==> src/pms_map.vh <==
// Register map and field constants for the port 0 pin mode select block
`ifndef PMS_MAP_VH
`define PMS_MAP_VH
`define PMS_ADDR_W 10
`define PMS_ADDR_LSB 2'b00
`define PMS_OFF_MODE_HIGH 8'he0
`define PMS_OFF_MODE_LOW 8'he1
`define PMS_OFF_BANK 8'hfc
`define PMS_MODE_RESET 8'h00
`define PMS_BANK_RESET 1'b0
`define PMS_MODE_INPUT 2'b00
`define PMS_MODE_ALT 2'b01
`define PMS_MODE_ANALOG 2'b10
`define PMS_MODE_OUTPUT 2'b11
`define PMS_RESP_OKAY 2'b00
`define PMS_RESP_SLVERR 2'b10
`define PMS_ZERO32 32'h00000000
`endif

==> src/pms_port0_mode.v <==
// Port 0 pin mode select with AXI4-Lite register access
// Behaviour
// - High byte at e0 in bank 1 holds modes of pins 7..4, resets zero.
// - Low byte at e1 in bank 1 holds modes of pins 3..0, resets zero.
// - Mode 00 is Schmitt input; mode 11 is push-pull output from port data.
// - Mode bytes answer only with bank 1 selected, direct register access.
//
// Design decision made here: the AXI4-Lite slave port.
`timescale 1ns/1ps
`include "pms_map.vh"
module pms_port0_mode (
  input wire aclk,
  input wire aresetn,
  input wire [`PMS_ADDR_W-1:0] s_axi_awaddr,
  input wire [2:0] s_axi_awprot,
  input wire s_axi_awvalid,
  output reg s_axi_awready,
  input wire [31:0] s_axi_wdata,
  input wire [3:0] s_axi_wstrb,
  input wire s_axi_wvalid,
  output reg s_axi_wready,
  output reg [1:0] s_axi_bresp,
  output reg s_axi_bvalid,
  input wire s_axi_bready,
  input wire [`PMS_ADDR_W-1:0] s_axi_araddr,
  input wire [2:0] s_axi_arprot,
  input wire s_axi_arvalid,
  output reg s_axi_arready,
  output reg [31:0] s_axi_rdata,
  output reg [1:0] s_axi_rresp,
  output reg s_axi_rvalid,
  input wire s_axi_rready,
  input wire [7:0] port_data,
  input wire [7:0] pin_in,
  input wire timer_a_output,
  input wire timer_b_output,
  input wire timer2_output,
  input wire buzzer_output,
  output reg [7:0] pin_out,
  output reg [7:0] pin_oe,
  output reg [7:0] schmitt_en,
  output reg [7:0] analog_en,
  output reg [7:0] pin_sample,
  output reg analog_in_7,
  output reg analog_in_6,
  output reg analog_in_3,
  output reg analog_in_2,
  output reg analog_in_1,
  output reg analog_in_0
);
  // ****************************************
  // Registers and address decode
  // ****************************************
  reg [7:0] port0_mode_high;
  reg [7:0] port0_mode_low;
  reg bank_sel;
  reg [`PMS_ADDR_W-1:0] aw_addr;
  reg aw_held;
  reg [7:0] w_data;
  reg w_held;
  wire [15:0] modes = {port0_mode_high, port0_mode_low};
  wire [7:0] alt_src = {timer_a_output, timer_b_output, 1'b0, 1'b0,
                        timer2_output, 1'b0, 1'b0, buzzer_output};
  // Pins 5, 4, 2 and 1 have no alternative output
  localparam [7:0] ALT_OUT_PINS = 8'hc9;

  // Bank select bit; the mode bytes hide behind it
  // Each register owns one aligned word, so its number is the word index
  function [1:0] decode;
    input [`PMS_ADDR_W-1:0] addr;
    input bank;
    begin
      decode = 2'b00;
      if (addr == {`PMS_OFF_BANK, `PMS_ADDR_LSB})
        decode = 2'b11;
      else if (bank && addr == {`PMS_OFF_MODE_HIGH, `PMS_ADDR_LSB})
        decode = 2'b01;
      else if (bank && addr == {`PMS_OFF_MODE_LOW, `PMS_ADDR_LSB})
        decode = 2'b10;
    end
  endfunction

  wire [`PMS_ADDR_W-1:0] waddr = s_axi_awvalid && !aw_held ? s_axi_awaddr :
                                 aw_addr;
  wire [7:0] wdat = s_axi_wvalid && !w_held ? s_axi_wdata[7:0] : w_data;
  wire have_aw = aw_held || (s_axi_awvalid && s_axi_awready);
  wire have_w = w_held || (s_axi_wvalid && s_axi_wready);
  wire do_write = have_aw && have_w && !s_axi_bvalid;
  wire [1:0] wsel = decode(waddr, bank_sel);
  wire wlane = s_axi_wvalid && !w_held ? s_axi_wstrb[0] : 1'b1;
  reg wlane_held;
  wire wl = w_held ? wlane_held : wlane;

  // ****************************************
  // Write channel
  // ****************************************
  always @(posedge aclk) begin
    if (!aresetn) begin
      s_axi_awready <= 1'b0;
      s_axi_wready <= 1'b0;
      s_axi_bvalid <= 1'b0;
      s_axi_bresp <= `PMS_RESP_OKAY;
      aw_held <= 1'b0;
      w_held <= 1'b0;
      aw_addr <= {`PMS_ADDR_W{1'b0}};
      w_data <= 8'h00;
      wlane_held <= 1'b0;
      port0_mode_high <= `PMS_MODE_RESET;
      port0_mode_low <= `PMS_MODE_RESET;
      bank_sel <= `PMS_BANK_RESET;
    end else begin
      s_axi_awready <= !aw_held && !s_axi_awready && !s_axi_bvalid;
      s_axi_wready <= !w_held && !s_axi_wready && !s_axi_bvalid;
      if (s_axi_awvalid && s_axi_awready) begin
        aw_held <= 1'b1;
        aw_addr <= s_axi_awaddr;
      end
      if (s_axi_wvalid && s_axi_wready) begin
        w_held <= 1'b1;
        w_data <= s_axi_wdata[7:0];
        wlane_held <= s_axi_wstrb[0];
      end
      if (do_write) begin
        aw_held <= 1'b0;
        w_held <= 1'b0;
        s_axi_awready <= 1'b0;
        s_axi_wready <= 1'b0;
        s_axi_bvalid <= 1'b1;
        s_axi_bresp <= wsel == 2'b00 ? `PMS_RESP_SLVERR : `PMS_RESP_OKAY;
        if (wl && wsel == 2'b01)
          port0_mode_high <= wdat;
        if (wl && wsel == 2'b10)
          port0_mode_low <= wdat;
        if (wl && wsel == 2'b11)
          bank_sel <= wdat[0];
      end else if (s_axi_bvalid && s_axi_bready) begin
        s_axi_bvalid <= 1'b0;
      end
    end
  end

  // ****************************************
  // Read channel
  // ****************************************
  wire [1:0] rsel = decode(s_axi_araddr, bank_sel);
  always @(posedge aclk) begin
    if (!aresetn) begin
      s_axi_arready <= 1'b0;
      s_axi_rvalid <= 1'b0;
      s_axi_rdata <= `PMS_ZERO32;
      s_axi_rresp <= `PMS_RESP_OKAY;
    end else begin
      s_axi_arready <= !s_axi_rvalid && !s_axi_arready;
      if (s_axi_arvalid && s_axi_arready) begin
        s_axi_arready <= 1'b0;
        s_axi_rvalid <= 1'b1;
        s_axi_rresp <= rsel == 2'b00 ? `PMS_RESP_SLVERR : `PMS_RESP_OKAY;
        case (rsel)
          2'b01: s_axi_rdata <= {24'h000000, port0_mode_high};
          2'b10: s_axi_rdata <= {24'h000000, port0_mode_low};
          2'b11: s_axi_rdata <= {31'h00000000, bank_sel};
          default: s_axi_rdata <= `PMS_ZERO32;
        endcase
      end else if (s_axi_rvalid && s_axi_rready) begin
        s_axi_rvalid <= 1'b0;
      end
    end
  end

  // ****************************************
  // Pin mode decode
  // ****************************************
  reg [7:0] next_out;
  reg [7:0] next_oe;
  reg [7:0] next_schmitt;
  reg [7:0] next_analog;
  integer i;
  always @* begin
    next_out = 8'h00;
    next_oe = 8'h00;
    next_schmitt = 8'h00;
    next_analog = 8'h00;
    for (i = 0; i < 8; i = i + 1) begin
      case (modes[2*i +: 2])
        `PMS_MODE_INPUT: next_schmitt[i] = 1'b1;
        `PMS_MODE_ALT: begin
          if (ALT_OUT_PINS[i]) begin
            next_out[i] = alt_src[i];
            next_oe[i] = 1'b1;
          end else begin
            next_schmitt[i] = 1'b1;
          end
        end
        `PMS_MODE_ANALOG: next_analog[i] = 1'b1;
        `PMS_MODE_OUTPUT: begin
          next_out[i] = port_data[i];
          next_oe[i] = 1'b1;
        end
        default: next_schmitt[i] = 1'b1;
      endcase
    end
  end

  // Registered outputs cost one cycle of latency on every pin path
  always @(posedge aclk) begin
    if (!aresetn) begin
      pin_out <= 8'h00;
      pin_oe <= 8'h00;
      schmitt_en <= 8'h00;
      analog_en <= 8'h00;
      pin_sample <= 8'h00;
      {analog_in_7, analog_in_6, analog_in_3} <= 3'b000;
      {analog_in_2, analog_in_1, analog_in_0} <= 3'b000;
    end else begin
      pin_out <= next_out;
      pin_oe <= next_oe;
      schmitt_en <= next_schmitt;
      analog_en <= next_analog;
      pin_sample <= pin_in & next_schmitt;
      analog_in_7 <= pin_in[7] & next_analog[7];
      analog_in_6 <= pin_in[6] & next_analog[6];
      analog_in_3 <= pin_in[3] & next_analog[3];
      analog_in_2 <= pin_in[2] & next_analog[2];
      analog_in_1 <= pin_in[1] & next_analog[1];
      analog_in_0 <= pin_in[0] & next_analog[0];
    end
  end
endmodule

==> config.mk <==
export PLATFORM = sky130hd
export DESIGN_NAME = pms_port0_mode
export DESIGN_NICKNAME = d
export VERILOG_FILES = /design/src/pms_port0_mode.v
export VERILOG_INCLUDE_DIRS = /design/src
export SDC_FILE = /design/constraint.sdc
export NUM_CORES = 1
export LEC_CHECK = 0
export ABC_AREA = 1
export BUFFER_PORTS_ARGS = -buffer_cell sky130_fd_sc_hd__clkbuf_2
export CAP_MARGIN = 20
export CORE_MARGIN = 3
export CORE_UTILIZATION = 30
export DETAILED_ROUTE_END_ITERATION = 10
export GPL_ROUTABILITY_DRIVEN = 0
export PLACE_DENSITY = 0.56
export SLEW_MARGIN = 20
export SYNTH_ARGS = -nofsm -noshare
export SYNTH_HDL_FRONTEND = slang
export SYNTH_SLANG_ARGS = --single-unit
==> constraint.sdc <==
create_clock -name aclk -period 3.45 [get_ports aclk]
set_input_delay 0.8625 -clock aclk [delete_from_list [all_inputs] [get_ports aclk]]
set_output_delay 0.8625 -clock aclk [all_outputs]
set_load 0.01 [all_outputs]
==> impl_metrics.yaml, run 1 <==
grt:
  grt_pass1_vias: 3308
  grt_pass1_wl_um: 15510
  grt_max_degree: 44
  antenna_found_initial: 0
  grt.overflow.total: 0
  track_usage_pct: 13.19
setup_path:
  crit_path_end: "port0_mode_high[4]$_SDFFE_PN0P_"
  path_cells: "clkbuf_2, nand2_4, inv_2, nor2_1, nor2_2, nand2_2, nor2_2, nand3_2, inv_2, nand2_1, nand2_1, nor2_1"
  critPathCaptureType: "flop"
  cp-start-kind: "input port"
  critPathSlowestCell: "nor2_2"
  critPathMaxStageDelay_ps: 420
  crit_family: "simple AND/OR/NAND/NOR gates"
  r2r_end: "port0_mode_high[4]$_SDFFE_PN0P_"
  path_max_fanout: 15
  regToRegSetupSlack_ps: 1340
  critical_path_cell_count: 12
  critical_path_class: "input port to flop"
  reg2regPathDepth: 9
  path_buf_inv: 3
  critPathArrivalTime_ps: 2660
  critical_path_required_ps: 3690
  startpoint: "s_axi_awvalid"
  rr_startpoint: "s_axi_wready$_SDFF_PP0_"
synthesis:
  ys_types: 28
  ys_warn_count: 0
  synthCells: 529
  yosys-top-cells-area: "dfxtp_1 50%, nand2_1 10%, nor2_1 6.5%, inv_1 5.9%, buf_4 5.1%"
  yosysTopAreaCell: "dfxtp_1"
  synth_top_area_share_pct: 49.70
  seq_area_frac_synth_pct: 49.70
  synth_flop_cell: "dfxtp_1"
  synth_area_um2: 3988
  yosysMostFrequentCell: "nand2_1"
  netlist_top_cells_count: "108 x nand2_1, 99 x dfxtp_1, 69 x nor2_1"
  ys_ff_latch: 99
  synth_edf_count: 0
  avgSynthCellArea_um2: 7.538
  async_reset_ff_share_pct: 0
timing:
  hold_slack_ps: 424.1
  slew_violations: 0
  hold_viol_final: 0
  fin_crit_ps: 2420
  rsz0062_at_grt: "no"
  skew_ps: 6.566
  setup_violations: 0
  worstMarginPinSlew_ps: 778.3
  max_freq_mhz: 413.3
  post-route-period-util_pct: 70.13
  tns_ps: 0
  maxSlewHeadroom_pct: 48.06
final_layout:
  fin_nets: 732
  area_growth_pct: 23.88
  n_antenna_cell: 0
  post-route-util_pct: 38.52
  seq_area_um2: 1982
  multi_input_area_um2: 1574
  fillers: 1360
  layout-drive-gt1-share_pct: 22.84
clocking:
  post_cts_buffers: 0
  clk_latency_ps: 340
  cts.clk_slew.worst_paths_ps: 70
  cts_buffers: 9
  cts.path.max_buffers: 2
  ctsResizeCount: 0
  htree_levels: 3
  cts_root_buf: "clkbuf_16"
  clock_sinks: 99
  cts_tree: "yes"
  ctsHoldBuffers: 0
placement:
  port_buffers: 116
  dp_hpwl_um: 7429
floorplan:
  start_util_pct: 31.09
  pin_count: 176
  fp.dieH_um: 121.3
  core-area_um2: 12820
  row_count: 41
  die-area_um2: 14710
  die_w_um: 121.3
routing:
  avgRoutedWirePerCell_um: 11.73
  avgViaCountPerCell: 4.338
  postRouteAntennaNets: 0
  drtIter0Drc: 166
  drc: 0
  vias: 3557
  firstDrtPassIters: 4
  wl_um: 9618
pwr:
  powerDensity_nw_per_um2: 506.7
  ir_worst_vdd_mv: 0.1922
  leakagePower_nw: 2.386
worst_hold_path:
  min_from: "w_held$_SDFFE_PP0P_"
  hold_path_class: "flop to flop"
job:
  maxCapViolCount: 0
outcome:
  status: "finished, final reports clean"
-- cell usage in the layout, fill, tap and decap left out, drive strengths merged, types with 12 or more instances in the layout --
cell type | Yosys | layout
nor2 | 71 | 71
nor3 | 26 | 26
clkbuf | 10 | 125
nand2 | 111 | 111
inv | 66 | 70
nor4 | 12 | 12
a21oi | 24 | 24
dfxtp | 99 | 99
conb | 1 | 26
nand3 | 24 | 24
o21ai | 30 | 30
-- area by class of cell --
class | instances | area share, %
repair buffers | 120 | 12.36
clock buffers | 9 | 4.559
clock inverters | 7 | 1.646
inverters | 67 | 5.091
flip-flops and latches | 99 | 40.12
well taps | 172 | 4.357
multi-input cells | 346 | 31.86
-- worst min-delay path by stage --
| stage | endpoint | slack, ps | depth (start not counted) |
|---|---|---|---|
| 2_1_floorplan | s_axi_wready$_SDFF_PP0_ | 400 | 1 |
| 3_3_place_gp | s_axi_wready$_SDFF_PP0_ | 410 | 1 |
| 3_5_place_dp | s_axi_wready$_SDFF_PP0_ | 420 | 1 |
| 4_1_cts | s_axi_wready$_SDFF_PP0_ | 430 | 1 |
| 5_1_grt | s_axi_wready$_SDFF_PP0_ | 460 | 1 |
| 6_report | s_axi_wready$_SDFF_PP0_ | 420 | 1 |
-- flip-flops by register name, summed over array words and instances (netlist names), 8 cells and up --
register and flops:
aw_addr 10, analog_en 8, pin_oe 8, pin_out 8, pin_sample 8, port0_mode_high 8
port0_mode_low 8, s_axi_rdata 8, schmitt_en 8, w_data 8
-- where the power goes --
| group | internal, mW | switching [mW] | leakage [nW] |
|---|---|---|---|
| Sequential | 1.19 | 0.0236 | 0.807 |
| Combinational | 0.0901 | 0.177 | 1.43 |
| Clock | 0.575 | 0.450 | 0.153 |
-- stage by stage --
step	area [um2]	worst slack, ps	cells	total power, mW
global route	4940	832.0	820	2.635
finish	4940	1030	820	2.503
floorplan	4081	1325	554	1.433
CTS	4940	1067	820	2.545
detailed placement	4633	697.4	804	1.505
global placement	4633	695.7	804	1.499
-- per-layer routing --
layer	part of all wire, %	global-route usage [%]	routed length (um)	vias to the layer above
li1	-	-	-	1858
met1	44	15.94	4204	1562
met2	48	22.80	4571	127
met3	7.8	4.009	752	10
met4	0.94	3.361	90	0
met5	0	0	0	-
-- logic make-up (layout without fill, tap and decap cells) --
kind of cell	after synthesis	in the layout	share of synthesized area (%)
simple gates	260	260	29.21
buf+inv	109	203	13.18
flops	99	99	49.70
compound gates	60	60	7.813
other cells	1	26	0.09404
No activity file was read; power rests on OpenSTA's default activity.
==> run 2, diff against run 1 <==
--- a/config.mk
+++ b/config.mk
@@ -13,7 +13,7 @@
 export CORE_UTILIZATION = 30
 export DETAILED_ROUTE_END_ITERATION = 10
 export GPL_ROUTABILITY_DRIVEN = 0
-export PLACE_DENSITY = 0.56
+export PLACE_DENSITY = 0.58
 export SLEW_MARGIN = 20
 export SYNTH_ARGS = -nofsm -noshare
 export SYNTH_HDL_FRONTEND = slang
==> constraint.sdc (replaced) <==
create_clock -name aclk -period 2.2 [get_ports aclk]
set_input_delay 0.55 -clock aclk [delete_from_list [all_inputs] [get_ports aclk]]
set_output_delay 0.55 -clock aclk [all_outputs]
set_load 0.01 [all_outputs]
==> impl_metrics.yaml, run 2 (synthesized netlist as in run 1, its figures left out) <==
final_layout:
  layout-drive-gt1-share_pct: 23.66
  fin_area_um2: 4994
  layout_commonest_cell: "clkbuf_2"
  seq_area_um2: 1982
  regMostFlops: "aw_addr"
  multi_input_area_um2: 1574
  largest_reg_flops: 10
  area_growth_pct: 25.23
  most-common-layout-cells: "116 x clkbuf_2, 108 x nand2_1, 99 x dfxtp_1, 69 x nor2_1, 63 x inv_1"
  fillers: 1412
  post-route-util_pct: 38.94
  fin_nets: 739
  n_antenna_cell: 0
timing:
  max_freq_mhz: 587.1
  hold_slack_ps: 406.6
  skew_ps: 7.542
  fin_crit_ps: 1703
  slew_violations: 0
  rsz0062_at_grt: "no"
  hold_viol_final: 0
  post-route-period-util_pct: 77.42
  tns_ps: 0
  setup_violations: 0
placement:
  dp_hpwl_um: 7410
  port_buffers: 116
  postPlaceCellArea_um2: 4698
pwr:
  powerDensity_nw_per_um2: 776.6
  leakagePower_nw: 2.409
  ir_worst_vdd_mv: 0.3210
grt:
  grt_max_degree: 47
  grt_pass1_wl_um: 15750
  antenna_found_initial: 0
  grt.overflow.total: 0
  grt_pass1_vias: 3422
  track_usage_pct: 13.40
setup_path:
  critical_path_class: "input port to flop"
  regToRegSetupSlack_ps: 510
  critPathArrivalTime_ps: 1980
  path_max_fanout: 10
  critPathCaptureType: "flop"
  critical_path_required_ps: 2480
  cp-start-kind: "input port"
routing:
  firstDrtPassIters: 4
  vias: 3603
  avgViaCountPerCell: 4.357
  wl_um: 9669
  drc: 0
  drtIter0Drc: 102
  avgRoutedWirePerCell_um: 11.69
  postRouteAntennaNets: 0
floorplan:
  start_util_pct: 31.09
  core-area_um2: 12820
  die-area_um2: 14710
  fp.dieH_um: 121.3
  row_count: 41
  pin_count: 176
  die_w_um: 121.3
clocking:
  cts_tree: "yes"
  clk_latency_ps: 350
  cts.path.max_buffers: 2
  post_cts_buffers: 0
  cts_root_buf: "clkbuf_16"
  clock_sinks: 99
  ctsResizeCount: 0
  ctsHoldBuffers: 0
  cts.clk_slew.worst_paths_ps: 70
  htree_levels: 3
  cts_buffers: 9
job:
  maxCapViolCount: 0
outcome:
  status: "finished, final reports clean"
worst_hold_path:
  hold_path_class: "input port to flop"
[run 2: cell types whose count changed in the layout (fill, tap and decap cells not counted), moves of 2 or more]
cell / delta
buf_4: +6
clkbuf_8: +2
clkinvlp_4: +3
inv_6: -2
[run 2: critical path, stage by stage]
cell,delay [ps]
clkbuf_2,230
nand2_4,70
inv_2,120
nor2_1,80
nor2_2,90
nand2_2,100
nor2_2,130
buf_4,190
nand4_4,170
nand2_1,100
inv_1,40
nor2_1,100
[run 2: path summary, 6_finish.rpt]
path | start | endpoint | cells after the start
worst max-delay path | s_axi_awvalid | port0_mode_low[0]$_SDFFE_PN0P_ | 12
worst min-delay path | pin_in[5] | pin_sample[5]$_SDFF_PN0_ | 3
worst max register to register | s_axi_awready$_SDFF_PP0_ | port0_mode_low[0]$_SDFFE_PN0P_ | 11
worst min register to register | w_held$_SDFFE_PP0P_ | s_axi_wready$_SDFF_PP0_ | 1
[run 2: routing by layer]
metal | track usage (%) | vias up | part of all wire, %
met1 | 15.73 | 1588 | 43
met5 | 0 | - | 0
met2 | 23.01 | 121 | 47
met4 | 4.552 | 0 | 1.7
li1 | - | 1881 | -
met3 | 4.289 | 13 | 7.8
[run 2: per-stage QoR]
stage               cells  total power [mW]  setup WS [ps]
global route          827             4.055          298.4
CTS                   827             3.928          491.2
detailed placement    811             2.377          125.7
floorplan             554             2.248          387.2
finish                827             3.878          496.8
global placement      811             2.367          125.1
[run 2: final cells by class]
cell class	count	area share, %
Sequential cell	99	39.69
Clock buffer	11	5.061
Inverter	67	5.036
Timing Repair Buffer	127	13.53
Multi-Input combinational cell	346	31.52
Clock inverter	5	0.8519
Tap cell	172	4.310
[run 2: power by group]
part | internal [mW] | switching, mW
Clock | 0.841 | 0.703
Sequential | 1.86 | 0.0374
Combinational | 0.157 | 0.278
Total | 2.86 | 1.02
